[src/supply_limit_monitor_defines.svh]
`ifndef SUPPLY_LIMIT_MONITOR_DEFINES_SVH
`define SUPPLY_LIMIT_MONITOR_DEFINES_SVH
// Notes on behaviour
// - Undervoltage fault clears only once voltage is 2% above its limit.
// - Undervoltage detection masked until first power-good-on, and while turning off.
// - Undervoltage fault sets word bit 15, voltage bit 4, fault action, alert.
// - Overcurrent warning clears only once current is 5% below its limit.
// - Overcurrent warning sets word bit 14, current bit 5, alert; no fault action.
// - Overcurrent fault armed after current first below limit; clears 5% below.
// - Overcurrent fault sets word bit 14, current bit 7, fault action, alert.
// - Overtemperature fault sets bit 2, temperature bit 7, action, alert; 4 degree hysteresis.
// - Overtemperature warning sets bit 2, temperature bit 6, alert; 4 degree hysteresis.
// - Power-good only above good-on level; margining starts when all channels good.
// - Fall from above good-on to below good-off sets channel and word power-bad.
// - Enable output asserts after programmed turn-on delay in milliseconds.
// - Enable deasserts after turn-off delay; immediate-off bypasses the delay.
// - Delays on power-good or alarm outputs may run 2 to 3 ms longer.
// - Turn-on timeout sets bit 15, voltage bit 2, action, alert; zero disables.
// - Status word bits: 15 voltage, 14 current, 12 vendor, 8 margin, 2 temperature, 1 comms.
// - Word bit 6 is OR of off flags, bit 11 OR of power-bad flags.
// - Sequenced-off and power-bad bits never raise alert.
// - Voltage bits latch and re-set while condition persists; timeout only on new event.
// - Voltage byte: 7 ov fault, 6 ov warn, 5 uv warn, 4 uv fault, 2 timeout.
// - Current byte: 7 overcurrent fault, 5 warning; re-set while condition persists.
// - Status word bit 5 reports overvoltage fault, bit 4 overcurrent fault.
// - Alert output and alert response active only with mode bit 13 set.
// - Channel power-bad flag set from reset until first power-good-on.

`define CHANNELS           4
`define CHAN_W             2

`define CMD_OC_WARN_LIMIT  8'h46
`define CMD_OC_FAULT_LIMIT 8'h4a
`define CMD_OVERTEMP_FAULT_LIMIT 8'h4f
`define CMD_OVERTEMP_WARN_LIMIT  8'h51
`define CMD_GOOD_ON        8'h5e
`define CMD_GOOD_OFF       8'h5f
`define CMD_TURN_ON_DELAY  8'h60
`define CMD_TURN_ON_LIMIT  8'h62
`define CMD_TURN_OFF_DELAY 8'h64
`define CMD_STATUS_WORD    8'h79
`define CMD_VOLTAGE_STATUS 8'h7a
`define CMD_CURRENT_STATUS 8'h7b
`define CMD_TEMP_STATUS    8'h7d
`define CMD_UV_FAULT_LIMIT 8'h44
`define CMD_VENDOR_MODE    8'hd1
`define CMD_FAULT_ACTION   8'hd5
`define CMD_PIN_CONFIG     8'hd6

`define SW_VOUT            15
`define SW_IOUT            14
`define SW_VENDOR          12
`define SW_POWER_BAD       11
`define SW_MARGIN          8
`define SW_SEQ_OFF         6
`define SW_OV_FAULT        5
`define SW_OC_FAULT        4
`define SW_TEMP            2
`define SW_COMM            1

`define VS_OV_FAULT        7
`define VS_OV_WARN         6
`define VS_UV_WARN         5
`define VS_UV_FAULT        4
`define VS_TIMEOUT         2
`define IS_OC_FAULT        7
`define IS_OC_WARN         5
`define TS_OT_FAULT        7
`define TS_OT_WARN         6

`define MODE_ALERT_BIT     13
`define ACTION_SHUTDOWN    0
`define PIN_GOOD_MODE      0

`define LIMIT_RESET        16'h0000
`define MODE_RESET         16'h0000
`define VOLT_HYST_DIV      16'd50
`define CURR_HYST_DIV      16'd20
`define TEMP_HYST_DEG      16'h0004

`define CLK_PERIOD_NS      10
`define MS_TIME_NS         1000000
`define MS_CYCLES_DEFAULT  (`MS_TIME_NS / `CLK_PERIOD_NS)
`endif

[src/supply_limit_monitor_pkg.sv]
`include "supply_limit_monitor_defines.svh"
package supply_limit_monitor_pkg;
  typedef enum logic [1:0] {MEAS_VOUT, MEAS_IOUT, MEAS_TEMP} meas_kind_t;

  typedef struct packed {
    logic              valid;
    meas_kind_t        kind;
    logic [`CHAN_W-1:0] chan;
    logic [15:0]       value;
  } meas_t;

  typedef struct packed {
    logic              valid;
    logic              write;
    logic [7:0]        code;
    logic [`CHAN_W-1:0] page;
    logic [15:0]       wdata;
  } cmd_t;

  typedef enum logic [1:0] {SEQ_OFF, SEQ_ON_WAIT, SEQ_ON, SEQ_OFF_WAIT} seq_state_t;
endpackage

[src/supply_limit_monitor.sv]
`timescale 1ns/1ps
`include "supply_limit_monitor_defines.svh"
module supply_limit_monitor #(
  parameter int MS_CYCLES = `MS_CYCLES_DEFAULT
) (
  // Clock and reset
  input  wire logic                          i_core_clk,
  input  wire logic                          i_rst,
  // Decoded command port
  input  wire supply_limit_monitor_pkg::cmd_t i_cmd,
  output logic [15:0]                        o_rdata,
  output logic                               o_rvalid,
  // Measurements from the converter
  input  wire supply_limit_monitor_pkg::meas_t i_meas,
  input  wire logic [`CHANNELS-1:0]          i_ov_fault,
  input  wire logic [`CHANNELS-1:0]          i_ov_warn,
  input  wire logic [`CHANNELS-1:0]          i_uv_warn,
  input  wire logic                          i_vendor_status_any,
  input  wire logic                          i_margin_fault,
  input  wire logic                          i_comm_fault,
  // Control pins
  input  wire logic [`CHANNELS-1:0]          i_on_off_control_pins,
  input  wire logic                          i_immediate_off_pin,
  // Supply and system outputs
  output logic [`CHANNELS-1:0]               o_supply_enable_out,
  output logic [`CHANNELS-1:0]               o_fault_response,
  output logic                               o_margin_start,
  output logic                               o_alert_oe,
  output logic                               o_ara_enable
);
  localparam int N = `CHANNELS;

  logic [15:0] uv_lim_r [N];
  logic [15:0] ocw_lim_r [N];
  logic [15:0] ocf_lim_r [N];
  logic [15:0] pgon_r [N];
  logic [15:0] pgoff_r [N];
  logic [15:0] ton_d_r [N];
  logic [15:0] ton_max_r [N];
  logic [15:0] toff_d_r [N];
  logic [15:0] pin_cfg_r [N];
  logic [15:0] otf_lim_r, otw_lim_r, mode_r, action_r;

  logic [7:0]  vstat_r [N];
  logic [7:0]  istat_r [N];
  logic [7:0]  tstat_r;

  logic [N-1:0] pg_r, pg_seen_r, pbad_r, uv_act_r, ocw_act_r, ocf_act_r, ocf_arm_r;
  logic         otf_act_r, otw_act_r;
  logic [N-1:0] ton_evt, uv_evt, ocf_evt;
  logic         otf_evt;
  logic [N-1:0] shutdown;

  logic [N-1:0] run_s1_r, run_s2_r, run_d_r;
  logic         imm_s1_r, imm_s2_r;
  logic [N-1:0] pg_d_r;

  supply_limit_monitor_pkg::seq_state_t state_r [N];
  logic [N-1:0] en_r;
  logic [16:0]  ms_cnt_r;
  logic         ms_tick;

  logic [15:0]  status_word;
  logic [15:0]  rd_nxt;
  logic [N-1:0] seq_off;
  logic         alert_src;

  logic              wr;
  logic [`CHAN_W-1:0] pg_sel;
  assign wr     = i_cmd.valid && i_cmd.write;
  assign pg_sel = i_cmd.page;

  // Pins come from outside the clock domain.
  always_ff @(posedge i_core_clk) begin
    if (i_rst) begin
      run_s1_r <= '0;
      run_s2_r <= '0;
      imm_s1_r <= 1'b0;
      imm_s2_r <= 1'b0;
    end else begin
      run_s1_r <= i_on_off_control_pins;
      run_s2_r <= run_s1_r;
      imm_s1_r <= i_immediate_off_pin;
      imm_s2_r <= imm_s1_r;
    end
  end

  // Millisecond enable for the delay timers.
  always_ff @(posedge i_core_clk) begin
    if (i_rst) begin
      ms_cnt_r <= '0;
    end else if (ms_cnt_r == 17'(MS_CYCLES - 1)) begin
      ms_cnt_r <= '0;
    end else begin
      ms_cnt_r <= ms_cnt_r + 17'd1;
    end
  end
  assign ms_tick = (ms_cnt_r == 17'(MS_CYCLES - 1));

  // Limit and configuration registers.
  always_ff @(posedge i_core_clk) begin
    if (i_rst) begin
      for (int c = 0; c < N; c++) begin
        uv_lim_r[c]  <= `LIMIT_RESET;
        ocw_lim_r[c] <= `LIMIT_RESET;
        ocf_lim_r[c] <= `LIMIT_RESET;
        pgon_r[c]    <= `LIMIT_RESET;
        pgoff_r[c]   <= `LIMIT_RESET;
        ton_d_r[c]   <= `LIMIT_RESET;
        ton_max_r[c] <= `LIMIT_RESET;
        toff_d_r[c]  <= `LIMIT_RESET;
        pin_cfg_r[c] <= `LIMIT_RESET;
      end
      otf_lim_r <= `LIMIT_RESET;
      otw_lim_r <= `LIMIT_RESET;
      mode_r    <= `MODE_RESET;
      action_r  <= `MODE_RESET;
    end else if (wr) begin
      case (i_cmd.code)
        `CMD_UV_FAULT_LIMIT: uv_lim_r[pg_sel]  <= i_cmd.wdata;
        `CMD_OC_WARN_LIMIT:  ocw_lim_r[pg_sel] <= i_cmd.wdata;
        `CMD_OC_FAULT_LIMIT: ocf_lim_r[pg_sel] <= i_cmd.wdata;
        `CMD_GOOD_ON:        pgon_r[pg_sel]    <= i_cmd.wdata;
        `CMD_GOOD_OFF:       pgoff_r[pg_sel]   <= i_cmd.wdata;
        `CMD_TURN_ON_DELAY:  ton_d_r[pg_sel]   <= i_cmd.wdata;
        `CMD_TURN_ON_LIMIT:  ton_max_r[pg_sel] <= i_cmd.wdata;
        `CMD_TURN_OFF_DELAY: toff_d_r[pg_sel]  <= i_cmd.wdata;
        `CMD_PIN_CONFIG:     pin_cfg_r[pg_sel] <= i_cmd.wdata;
        `CMD_OVERTEMP_FAULT_LIMIT: otf_lim_r <= i_cmd.wdata;
        `CMD_OVERTEMP_WARN_LIMIT:  otw_lim_r <= i_cmd.wdata;
        `CMD_VENDOR_MODE:    mode_r    <= i_cmd.wdata;
        `CMD_FAULT_ACTION:   action_r  <= i_cmd.wdata;
        default: ;
      endcase
    end
  end

  // Power-good tracking per channel.
  always_ff @(posedge i_core_clk) begin
    if (i_rst) begin
      pg_r      <= '0;
      pg_seen_r <= '0;
      pbad_r    <= '1;
    end else begin
      for (int c = 0; c < N; c++) begin
        if (state_r[c] == supply_limit_monitor_pkg::SEQ_OFF) begin
          pg_seen_r[c] <= 1'b0;
        end
      end
      if (i_meas.valid && i_meas.kind == supply_limit_monitor_pkg::MEAS_VOUT) begin
        if (i_meas.value > pgon_r[i_meas.chan]) begin
          pg_r[i_meas.chan]      <= 1'b1;
          pg_seen_r[i_meas.chan] <= 1'b1;
          pbad_r[i_meas.chan]    <= 1'b0;
        end else if (pg_r[i_meas.chan] && i_meas.value < pgoff_r[i_meas.chan]) begin
          pg_r[i_meas.chan]   <= 1'b0;
          pbad_r[i_meas.chan] <= 1'b1;
        end
      end
    end
  end

  // Undervoltage, armed only after first power-good and not while turning off.
  always_ff @(posedge i_core_clk) begin
    if (i_rst) begin
      uv_act_r <= '0;
    end else begin
      for (int c = 0; c < N; c++) begin
        if (!pg_seen_r[c] || !en_r[c] || state_r[c] == supply_limit_monitor_pkg::SEQ_OFF_WAIT) begin
          uv_act_r[c] <= 1'b0;
        end
      end
      if (i_meas.valid && i_meas.kind == supply_limit_monitor_pkg::MEAS_VOUT && pg_seen_r[i_meas.chan]
          && en_r[i_meas.chan] && state_r[i_meas.chan] == supply_limit_monitor_pkg::SEQ_ON) begin
        if (i_meas.value < uv_lim_r[i_meas.chan]) begin
          uv_act_r[i_meas.chan] <= 1'b1;
        end else if ({1'b0, i_meas.value} >= {1'b0, uv_lim_r[i_meas.chan]}
                     + {1'b0, uv_lim_r[i_meas.chan] / `VOLT_HYST_DIV}) begin
          uv_act_r[i_meas.chan] <= 1'b0;
        end
      end
    end
  end

  // Overcurrent warning and fault with 5% release band.
  always_ff @(posedge i_core_clk) begin
    if (i_rst) begin
      ocw_act_r <= '0;
      ocf_act_r <= '0;
      ocf_arm_r <= '0;
    end else if (i_meas.valid && i_meas.kind == supply_limit_monitor_pkg::MEAS_IOUT) begin
      if (i_meas.value > ocw_lim_r[i_meas.chan]) begin
        ocw_act_r[i_meas.chan] <= 1'b1;
      end else if (i_meas.value <= ocw_lim_r[i_meas.chan] - ocw_lim_r[i_meas.chan] / `CURR_HYST_DIV) begin
        ocw_act_r[i_meas.chan] <= 1'b0;
      end
      if (i_meas.value < ocf_lim_r[i_meas.chan]) begin
        ocf_arm_r[i_meas.chan] <= 1'b1;
      end
      if (ocf_arm_r[i_meas.chan] && i_meas.value > ocf_lim_r[i_meas.chan]) begin
        ocf_act_r[i_meas.chan] <= 1'b1;
      end else if (i_meas.value <= ocf_lim_r[i_meas.chan] - ocf_lim_r[i_meas.chan] / `CURR_HYST_DIV) begin
        ocf_act_r[i_meas.chan] <= 1'b0;
      end
    end
  end

  // Overtemperature with a fixed degree band.
  always_ff @(posedge i_core_clk) begin
    if (i_rst) begin
      otf_act_r <= 1'b0;
      otw_act_r <= 1'b0;
    end else if (i_meas.valid && i_meas.kind == supply_limit_monitor_pkg::MEAS_TEMP) begin
      if (i_meas.value > otf_lim_r) begin
        otf_act_r <= 1'b1;
      end else if ({1'b0, i_meas.value} + {1'b0, `TEMP_HYST_DEG} <= {1'b0, otf_lim_r}) begin
        otf_act_r <= 1'b0;
      end
      if (i_meas.value > otw_lim_r) begin
        otw_act_r <= 1'b1;
      end else if ({1'b0, i_meas.value} + {1'b0, `TEMP_HYST_DEG} <= {1'b0, otw_lim_r}) begin
        otw_act_r <= 1'b0;
      end
    end
  end

  // Fault onsets trigger the configured action; warnings do not.
  logic [N-1:0] uv_d_r, ocf_d_r;
  logic         otf_d_r;
  always_ff @(posedge i_core_clk) begin
    if (i_rst) begin
      uv_d_r  <= '0;
      ocf_d_r <= '0;
      otf_d_r <= 1'b0;
    end else begin
      uv_d_r  <= uv_act_r;
      ocf_d_r <= ocf_act_r;
      otf_d_r <= otf_act_r;
    end
  end
  assign uv_evt  = uv_act_r & ~uv_d_r;
  assign ocf_evt = ocf_act_r & ~ocf_d_r;
  assign otf_evt = otf_act_r & ~otf_d_r;

  always_ff @(posedge i_core_clk) begin
    if (i_rst) begin
      o_fault_response <= '0;
    end else begin
      o_fault_response <= uv_evt | ocf_evt | ton_evt | {N{otf_evt}};
    end
  end
  assign shutdown = (uv_evt | ocf_evt | ton_evt | {N{otf_evt}}) & {N{action_r[`ACTION_SHUTDOWN]}};

  // Latched status bytes; a condition present in the clear cycle sets again.
  always_ff @(posedge i_core_clk) begin
    if (i_rst) begin
      for (int c = 0; c < N; c++) begin
        vstat_r[c] <= 8'h00;
        istat_r[c] <= 8'h00;
      end
      tstat_r <= 8'h00;
    end else begin
      for (int c = 0; c < N; c++) begin
        logic [7:0] vclr, iclr, vset, iset;
        vclr = (wr && i_cmd.code == `CMD_VOLTAGE_STATUS && pg_sel == `CHAN_W'(c)) ? i_cmd.wdata[7:0] : 8'h00;
        iclr = (wr && i_cmd.code == `CMD_CURRENT_STATUS && pg_sel == `CHAN_W'(c)) ? i_cmd.wdata[7:0] : 8'h00;
        vset = 8'h00;
        iset = 8'h00;
        vset[`VS_OV_FAULT] = i_ov_fault[c];
        vset[`VS_OV_WARN]  = i_ov_warn[c];
        vset[`VS_UV_WARN]  = i_uv_warn[c];
        vset[`VS_UV_FAULT] = uv_act_r[c];
        vset[`VS_TIMEOUT]  = ton_evt[c];
        iset[`IS_OC_FAULT] = ocf_act_r[c];
        iset[`IS_OC_WARN]  = ocw_act_r[c];
        vstat_r[c] <= (vstat_r[c] & ~vclr) | vset;
        istat_r[c] <= (istat_r[c] & ~iclr) | iset;
      end
      tstat_r[`TS_OT_FAULT] <= (tstat_r[`TS_OT_FAULT] & ~(wr && i_cmd.code == `CMD_TEMP_STATUS
                               && i_cmd.wdata[`TS_OT_FAULT])) | otf_act_r;
      tstat_r[`TS_OT_WARN]  <= (tstat_r[`TS_OT_WARN] & ~(wr && i_cmd.code == `CMD_TEMP_STATUS
                               && i_cmd.wdata[`TS_OT_WARN])) | otw_act_r;
    end
  end

  // Start and stop come from the pins, or from power-good in power-good mode.
  always_ff @(posedge i_core_clk) begin
    if (i_rst) begin
      run_d_r <= '0;
      pg_d_r  <= '0;
    end else begin
      run_d_r <= run_s2_r;
      pg_d_r  <= pg_r;
    end
  end

  // Turn-on, turn-off and turn-on timeout sequencer per channel.
  generate
    for (genvar g = 0; g < N; g++) begin : g_seq
      logic [15:0] tcnt_r;
      logic        ton_done_r;
      logic        start, stop, lvl;
      assign lvl   = pin_cfg_r[g][`PIN_GOOD_MODE] ? pg_r[g] : run_s2_r[g];
      assign start = pin_cfg_r[g][`PIN_GOOD_MODE] ? (pg_r[g] & ~pg_d_r[g]) : (run_s2_r[g] & ~run_d_r[g]);
      assign stop  = ~lvl;
      assign ton_evt[g] = (state_r[g] == supply_limit_monitor_pkg::SEQ_ON) && ms_tick && !pg_seen_r[g]
                          && !ton_done_r && ton_max_r[g] != 16'h0000 && tcnt_r + 16'd1 >= ton_max_r[g];

      always_ff @(posedge i_core_clk) begin
        if (i_rst) begin
          state_r[g]  <= supply_limit_monitor_pkg::SEQ_OFF;
          en_r[g]     <= 1'b0;
          tcnt_r      <= 16'h0000;
          ton_done_r  <= 1'b0;
        end else if (imm_s2_r || shutdown[g]) begin
          state_r[g] <= supply_limit_monitor_pkg::SEQ_OFF;
          en_r[g]    <= 1'b0;
        end else begin
          case (state_r[g])
            supply_limit_monitor_pkg::SEQ_OFF: begin
              tcnt_r     <= 16'h0000;
              ton_done_r <= 1'b0;
              if (start) begin
                if (ton_d_r[g] == 16'h0000) begin
                  state_r[g] <= supply_limit_monitor_pkg::SEQ_ON;
                  en_r[g]    <= 1'b1;
                end else begin
                  state_r[g] <= supply_limit_monitor_pkg::SEQ_ON_WAIT;
                end
              end
            end
            supply_limit_monitor_pkg::SEQ_ON_WAIT: begin
              if (stop) begin
                state_r[g] <= supply_limit_monitor_pkg::SEQ_OFF;
              end else if (ms_tick) begin
                if (tcnt_r + 16'd1 >= ton_d_r[g]) begin
                  state_r[g] <= supply_limit_monitor_pkg::SEQ_ON;
                  en_r[g]    <= 1'b1;
                  tcnt_r     <= 16'h0000;
                end else begin
                  tcnt_r <= tcnt_r + 16'd1;
                end
              end
            end
            supply_limit_monitor_pkg::SEQ_ON: begin
              if (stop) begin
                tcnt_r <= 16'h0000;
                if (toff_d_r[g] == 16'h0000) begin
                  state_r[g] <= supply_limit_monitor_pkg::SEQ_OFF;
                  en_r[g]    <= 1'b0;
                end else begin
                  state_r[g] <= supply_limit_monitor_pkg::SEQ_OFF_WAIT;
                end
              end else if (ton_evt[g]) begin
                ton_done_r <= 1'b1;
              end else if (ms_tick && !pg_seen_r[g] && !ton_done_r) begin
                tcnt_r <= tcnt_r + 16'd1;
              end
            end
            supply_limit_monitor_pkg::SEQ_OFF_WAIT: begin
              if (start) begin
                state_r[g] <= supply_limit_monitor_pkg::SEQ_ON;
              end else if (ms_tick) begin
                if (tcnt_r + 16'd1 >= toff_d_r[g]) begin
                  state_r[g] <= supply_limit_monitor_pkg::SEQ_OFF;
                  en_r[g]    <= 1'b0;
                end else begin
                  tcnt_r <= tcnt_r + 16'd1;
                end
              end
            end
            default: begin
              state_r[g] <= supply_limit_monitor_pkg::SEQ_OFF;
              en_r[g]    <= 1'b0;
            end
          endcase
        end
      end
      assign seq_off[g] = !en_r[g];
    end
  endgenerate

  // Summary word and alert source.
  always_comb begin
    logic v_any, i_any, oc_any, ov_any, alert_any;
    v_any     = 1'b0;
    i_any     = 1'b0;
    oc_any    = 1'b0;
    ov_any    = 1'b0;
    alert_any = 1'b0;
    for (int c = 0; c < N; c++) begin
      v_any  = v_any | (|vstat_r[c]);
      i_any  = i_any | (|istat_r[c]);
      oc_any = oc_any | istat_r[c][`IS_OC_FAULT];
      ov_any = ov_any | vstat_r[c][`VS_OV_FAULT];
    end
    status_word = 16'h0000;
    status_word[`SW_VOUT]      = v_any;
    status_word[`SW_IOUT]      = i_any;
    status_word[`SW_VENDOR]    = i_vendor_status_any;
    status_word[`SW_POWER_BAD] = |pbad_r;
    status_word[`SW_MARGIN]    = i_margin_fault;
    status_word[`SW_SEQ_OFF]   = |seq_off;
    status_word[`SW_OV_FAULT]  = ov_any;
    status_word[`SW_OC_FAULT]  = oc_any;
    status_word[`SW_TEMP]      = |tstat_r;
    status_word[`SW_COMM]      = i_comm_fault;
    alert_any = v_any | i_any | (|tstat_r);
    alert_src = alert_any;
  end

  // Read data for the selected page.
  always_comb begin
    case (i_cmd.code)
      `CMD_UV_FAULT_LIMIT: rd_nxt = uv_lim_r[pg_sel];
      `CMD_OC_WARN_LIMIT:  rd_nxt = ocw_lim_r[pg_sel];
      `CMD_OC_FAULT_LIMIT: rd_nxt = ocf_lim_r[pg_sel];
      `CMD_GOOD_ON:        rd_nxt = pgon_r[pg_sel];
      `CMD_GOOD_OFF:       rd_nxt = pgoff_r[pg_sel];
      `CMD_TURN_ON_DELAY:  rd_nxt = ton_d_r[pg_sel];
      `CMD_TURN_ON_LIMIT:  rd_nxt = ton_max_r[pg_sel];
      `CMD_TURN_OFF_DELAY: rd_nxt = toff_d_r[pg_sel];
      `CMD_PIN_CONFIG:     rd_nxt = pin_cfg_r[pg_sel];
      `CMD_OVERTEMP_FAULT_LIMIT: rd_nxt = otf_lim_r;
      `CMD_OVERTEMP_WARN_LIMIT:  rd_nxt = otw_lim_r;
      `CMD_VENDOR_MODE:    rd_nxt = mode_r;
      `CMD_FAULT_ACTION:   rd_nxt = action_r;
      `CMD_STATUS_WORD:    rd_nxt = status_word;
      `CMD_VOLTAGE_STATUS: rd_nxt = {8'h00, vstat_r[pg_sel]};
      `CMD_CURRENT_STATUS: rd_nxt = {8'h00, istat_r[pg_sel]};
      `CMD_TEMP_STATUS:    rd_nxt = {8'h00, tstat_r};
      default:             rd_nxt = 16'h0000;
    endcase
  end

  always_ff @(posedge i_core_clk) begin
    if (i_rst) begin
      o_rdata  <= 16'h0000;
      o_rvalid <= 1'b0;
    end else begin
      o_rvalid <= i_cmd.valid && !i_cmd.write;
      if (i_cmd.valid && !i_cmd.write) begin
        o_rdata <= rd_nxt;
      end
    end
  end

  // System outputs.
  always_ff @(posedge i_core_clk) begin
    if (i_rst) begin
      o_supply_enable_out <= '0;
      o_margin_start      <= 1'b0;
      o_alert_oe          <= 1'b0;
      o_ara_enable        <= 1'b0;
    end else begin
      o_supply_enable_out <= en_r;
      o_margin_start      <= &pg_r;
      o_alert_oe          <= mode_r[`MODE_ALERT_BIT] && alert_src;
      o_ara_enable        <= mode_r[`MODE_ALERT_BIT];
    end
  end
endmodule

[config.mk]
export PLATFORM = sky130hd
export DESIGN_NAME = supply_limit_monitor
export DESIGN_NICKNAME = d
export VERILOG_FILES = /design/src/supply_limit_monitor_pkg.sv /design/src/supply_limit_monitor.sv
export VERILOG_INCLUDE_DIRS = /design/src
export SDC_FILE = /design/constraint.sdc
export NUM_CORES = 2
export LEC_CHECK = 0
export BUFFER_PORTS_ARGS = -buffer_cell sky130_fd_sc_hd__buf_2
export CAP_MARGIN = 25
export CORE_UTILIZATION = 60
export CTS_CLUSTER_DIAMETER = 60
export CTS_CLUSTER_SIZE = 8
export DETAILED_ROUTE_END_ITERATION = 8
export HOLD_SLACK_MARGIN = 0.05
export PLACE_DENSITY = 0.77
export SLEW_MARGIN = 30
export SYNTH_ARGS = -nofsm -noshare
export SYNTH_HDL_FRONTEND = slang
export SYNTH_SLANG_ARGS = --single-unit
[constraint.sdc]
create_clock -name i_core_clk -period 12.4 [get_ports i_core_clk]
set_clock_uncertainty 0.2 [all_clocks]
set_input_delay 1.24 -clock i_core_clk [delete_from_list [all_inputs] [get_ports i_core_clk]]
set_output_delay 1.24 -clock i_core_clk [all_outputs]
set_load 0.05 [all_outputs]
* After elaboration in Yosys (flattened, before gate mapping)
Memory sizes are Yosys's and may differ from the RTL's.
Index checks and enable logic that the tools add are counted.
** Word-level totals
- Register bits after elaboration :: 240
- RAM bits :: 648
- Input port bits :: 71
- Output and inout port bits :: 28
- Logic and storage cells :: 944
- Memories kept :: 12
** Operators by class
- Add/sub/neg operators :: 9
- Divide/modulo/power cells :: 3
- $lt $le $gt $ge :: 27
- Equal/unequal tests :: 96
- Mux-type cells :: 470
- Bitwise logic cells :: 131
- Reductions and logical operators :: 153
** Memories
- ocf_lim_r :: words 4, width 16, rd ports 2, clocked after memory_dff 0, write ports 4, line supply_limit_monitor.sv:35 : logic [15:0] ocf_lim_r [N];
- ocw_lim_r :: words 4, width 16, rd ports 2, clocked after memory_dff 0, write ports 4, line supply_limit_monitor.sv:34 : logic [15:0] ocw_lim_r [N];
- pgoff_r :: words 4, width 16, rd ports 2, clocked after memory_dff 0, write ports 4, line supply_limit_monitor.sv:37 : logic [15:0] pgoff_r [N];
- pgon_r :: words 4, width 16, rd ports 2, clocked after memory_dff 0, write ports 4, line supply_limit_monitor.sv:36 : logic [15:0] pgon_r [N];
- pin_cfg_r :: words 4, width 16, rd ports 5, clocked after memory_dff 0, write ports 4, line supply_limit_monitor.sv:41 : logic [15:0] pin_cfg_r [N];
- toff_d_r :: words 4, width 16, rd ports 5, clocked after memory_dff 0, write ports 4, line supply_limit_monitor.sv:40 : logic [15:0] toff_d_r [N];
- 6 more memories
** Operator list (number)
- $mux W16 :: 45
- $mux W1 :: 333
- $pmux W16 S17 :: 1
- $pmux W16 S4 :: 4
- $ge A16 B16 Y1 :: 12
- $reduce_or A16 Y1 :: 9
- $logic_not A16 Y1 :: 8
- $mux W8 :: 16
- $eq A8 B7 Y1 const B :: 14
- $mux W2 :: 45
- $gt A16 B16 Y1 :: 5
- $ne A2 B2 Y1 const B :: 40
- $add A16 B1 Y16 const B :: 4
- $and A8 B8 Y8 :: 8
- $not A8 Y8 :: 8
- $or A8 B8 Y8 :: 8
- $reduce_bool A16 Y1 :: 4
- $reduce_or A8 Y1 :: 8
- $or A1 B1 Y1 :: 60
- $logic_and A1 B1 Y1 :: 53
- $mux W4 :: 13
- $lt A16 B16 Y1 :: 3
- $or A4 B4 Y4 :: 10
- $reduce_and A10 Y1 :: 4
- other kinds (35) :: 174

* Logic depth before layout (Yosys ltp)
An unclocked memory read counts as a cell.
- Depth in word-level cells :: 23
- Depth in mapped cells :: 54
- Gate-level depth less buffers :: 51

* Worst setup path before layout
Ideal clock, no wire load.
- Path type :: input port to flip-flop
- Start :: input port i_meas[16] (netlist name)
- End :: register uv_act_r[2]
- Arrival :: 10919 ps
- Required time :: 12135 ps
- Slack :: 1216 ps
- Cell stages on the path :: 45
- Cell sequence :: buf_6 -> mux4_2 -> or3_4 -> o221ai_2 -> a21oi_2 -> a21oi_4 -> mux2_4 -> and3_4 -> a211oi_4 -> mux2i_1 -> a32o_1 -> nor3_2 -> or4_1 -> and3_4 -> or3_1 -> o2111a_1 -> o31ai_4 -> mux2_4 -> (+9 left out) -> a21oi_1 -> o21bai_1 -> a21oi_1 -> o21bai_1 -> a21oi_1 -> xor2_1 -> ha_1 -> a21o_1 -> a21o_1 -> a21oi_1 -> o21ai_0 -> a21oi_1 -> nor2b_1 -> o31a_1 -> o221ai_1 -> nor2_1 -> o22a_1 -> nor2_1
** Between the ends
- Longest elaborated chain between the ends :: 9
- Elaborated cells on any way between the ends :: 25
- Classes of those cells :: 1 x add/sub; 1 x div; 4 x order compare; 1 x eq/ne; 9 x mux; 3 x bitwise; 4 x reduce/logical; 2 x memory
** Ends and longest elaborated chain
- from (decl) :: line supply_limit_monitor.sv:14 : input wire supply_limit_monitor_pkg::meas_t i_meas,
- parallel branches: the longest is 8 deep, another holds $add A16 B16 Y17
- $mux W4 * :: line supply_limit_monitor.sv:173 : if (i_meas.valid && i_meas.kind == supply_limit_monitor_pkg::MEAS_VOUT && pg_seen_r[i_meas.chan]
- to (signal, indexed assignment) :: line supply_limit_monitor.sv:170 : uv_act_r[c] <= 1'b0;
- to (signal, indexed assignment) :: line supply_limit_monitor.sv:176 : uv_act_r[i_meas.chan] <= 1'b1;
- to (signal, indexed assignment) :: line supply_limit_monitor.sv:179 : uv_act_r[i_meas.chan] <= 1'b0;
- to (decl) :: line supply_limit_monitor.sv:48 : logic [N-1:0] pg_r, pg_seen_r, pbad_r, uv_act_r, ocw_act_r, ocf_act_r, ocf_arm_r;
Every way passes the cells marked *. The select of a mux whose other input is x is not followed.
A chain may end at the register's enable or synchronous reset.

* Final worst setup path
Same ends and word-level chain as after synthesis.

==> metrics.yaml <==
finalHoldViolations: 0
violations: "DRC"
multiInputGateArea_mm2: 0.02947
synth-edff-count: 584
rr_worst_depth: 47
synth_cell_type_count: 113
powerDensity_mw_per_mm2: 164.8
finalSetupViolations: 0
synthAdderAreaFrac_pct: 9.708
numClockSinks: 888
yosys_warnings: 0
wl_per_cell_um: 28.56
grt_pass1_wl_um: 286400
worst-path-max-fanout: 14
worstSetupPathType: "in2reg"
post-dp-hpwl_um: 138800
holdWs_ps: 245.5
finalNonFillerCells: 6930
die_w_um: 306.2
synth_simple_gate_area_share_pct: 16.73
ys_ff_latch: 888
path_common_cell: "a21oi_1"
synth-compound-area-share_pct: 12.91
slowest_delay_ps: 690
ys_seq_area_share_pct: 42.54
cts_buffer_depth: 3
critPathCaptureType: "flop"
netlist_instances: 5551
p_leak_nw: 25.64
synth-async-reset-ratio_pct: 0
grt_max_degree: 106
period_needed_ps: 11590
clock_latency_ps: 760
maxCapViolations: 0
first_global_vias: 44022
syn_nets: 6046
required_ps: 12880
muxShareOfSynthArea_pct: 10.97
num-fill-cells: 6999
max_clock_freq_ghz: 0.08630
place_ws_ps: -44.55
antenna_found_initial: 16
fp.dieH_um: 306.2
route.detailed.drc: 1
dieArea_mm2: 0.09376
dp_cells: 6688
fin_ws_ps: 812.9
totalWireLength_um: 197900
syn_area_mm2: 0.05553
synth_top_family_by_area: "simple AND/OR/NAND/NOR gates"
cts_tree: "built"
fin_nets: 6148
cts_made_buffers: 134
clk_pin_slew_ps: 50
vias: 47342
avgViaCountPerCell: 6.831
cp-start-kind: "primary input"
worst_pin_slew_ps: 1116
placementRows: 111
cp.arrival_ps: 12060
outcome: "finished, violations left"
whs_path_depth: 1
initial_core_util_pct: 60.58
finalMaxSlewViolations: 0
synth_xor_area_share_pct: 2.265
antenna_left: 0
slew_headroom_pct: 25.63
drt_iter0_markers: 7029
min_period_over_period_pct: 93.44
grtUsageTotal_pct: 41.77
port_buffers: 98
root_buffer: "clkbuf_16"
drive_gt1_share_pct: 13.04
area_delta_synth_final_pct: 11.40
core_mm2: 0.09166
slowest_stage: "mux4_2"
ys.flop_type: "edfxtp_1"
grt_overflow: 0
first_pass_iters: 9
cts.htree.levels: 4
place_congestion: 1.072
vdd_ir_drop_max_mv: 0.2195
avgSynthCellArea_um2: 10.00
seqCellArea_mm2: 0.02362
hp-class: "reg2reg"
pin_count: 99
## cell type report
type                            count  area share [%]
Sequential cell                   888           38.19
Clock inverter                     21          0.5017
Antenna cell                        9         0.03641
Timing Repair Buffer              238           2.571
Tap cell                         1186           2.399
Inverter                          442           2.682
Multi-Input combinational cell   3949           47.64
Clock buffer                      197           5.973
## metrics by stage
stage                     TNS, ps  total power, mW  util, %  cell area, µm²
after floorplan                 0            5.803        -           55530
after global placement          0            6.517    62.83           57590
after detailed placement   -84.96            6.604    62.88           57640
after CTS                       0            10.05    67.25           61640
after global routing       -8.092            10.64    67.46           61830
final                           0            10.19    67.48           61850
## worst paths after layout
kind                    from     endpoint  slack (ps)
max               i_meas[16]  uv_act_r[2]         810
min              run_s1_r[2]  run_s2_r[2]         250
max reg2reg  uv_lim_r[2][12]  uv_act_r[2]        1120
min reg2reg      run_s1_r[2]  run_s2_r[2]         250
## cell usage in the layout, fill, tap and decap left out, types with 11 or more instances in the layout
master and instances:
mux4_2 234, buf_4 140, mux2_2 14, a21boi_0 13, nor4_1 78, nand3b_1 18
inv_1 433, o21ai_1 34, nor3_1 51, and2_1 72, or3_1 12, nor2_1 714
o21a_1 29, a21oi_1 313, o22ai_1 17, nand3_1 95, nand4_1 84, xor2_1 55
and3_1 90, clkbuf_1 57, nand2b_1 82, a22o_1 11, a22oi_1 101, clkbuf_16 138
a221oi_1 12, xnor2_1 83, mux2i_1 60, ha_1 421, dfxtp_1 304, nor2b_1 102
a31oi_1 22, nand2_1 509, a21o_1 185, a211oi_1 15, o21bai_1 18, o21ai_0 154
o211ai_1 16, nor3_2 12, edfxtp_1 584, buf_2 93
## cells by family (layout without fill, tap and decap cells)
group,count (synthesis),after routing
other,0,9
XOR/XNOR,142,142
flip-flops,888,888
AO/OA/AOI/OAI,1082,1082
buffers and inverters,714,898
AND/OR/NAND/NOR,1983,1983
adder cells (fa/ha/maj),430,430
multiplexers,312,312
## cell usage after synthesis (16+ instances only)
cell type / number / area [µm²]
xnor2_1: 86 / 753.2
a21oi_1: 316 / 1582
nand4_1: 84 / 525.5
nand3b_1: 18 / 135.1
mux4_2: 234 / 5270
nand2_1: 509 / 1911
dfxtp_1: 304 / 6086
o21a_1: 29 / 217.7
and3_1: 90 / 563.0
inv_1: 433 / 1625
o21bai_1: 18 / 135.1
clkbuf_1: 227 / 852.1
buf_1: 32 / 120.1
ha_1: 421 / 5268
a21o_1: 185 / 1389
nor2_1: 717 / 2691
a31oi_1: 22 / 137.6
nor2b_1: 102 / 638.1
nand2b_1: 84 / 525.5
and2_1: 72 / 450.4
a22oi_1: 101 / 758.2
nor4_1: 87 / 544.3
o22ai_1: 17 / 106.4
xor2_1: 55 / 481.7
nand3_1: 95 / 475.5
nor3_1: 63 / 315.3
edfxtp_1: 584 / 17540
o21ai_0: 184 / 920.9
mux2i_1: 61 / 610.6
o211ai_1: 16 / 120.1
## routing by layer
metal	vias up	share of wire, %	global-route usage (%)
li1	20405	-	-
met5	-	0.068	0
met1	22595	36	55.29
met4	20	6.7	23.85
met3	729	17	17.00
met2	3593	40	57.69
## where the power goes
part	total, mW	internal (mW)	leakage (nW)	switching [mW]
Sequential	3.39	3.27	8.01	0.122
Clock	3.48	2.10	1.93	1.38
Combinational	3.31	1.38	15.7	1.93
Total	10.2	6.76	25.6	3.44
## worst max-delay path, delay by kind of cell
| kind | cells | cell delay [ps] |
|---|---|---|
| AO/OA/AOI/OAI | 30 | 6390 |
| AND/OR/NAND/NOR | 8 | 1360 |
| adder cells (fa/ha/maj) | 4 | 1160 |
| multiplexers | 2 | 1020 |
| XOR/XNOR | 2 | 470 |
| buffers and inverters | 2 | 350 |
## what timing repair did
item | CTS | global route
endpoints found under the setup margin | 0 | 8
hold buffers | 0 | 0
gates resized for setup | 0 | 8
buffers inserted | 0 | 15
No activity file was read; power rests on OpenSTA's default activity.
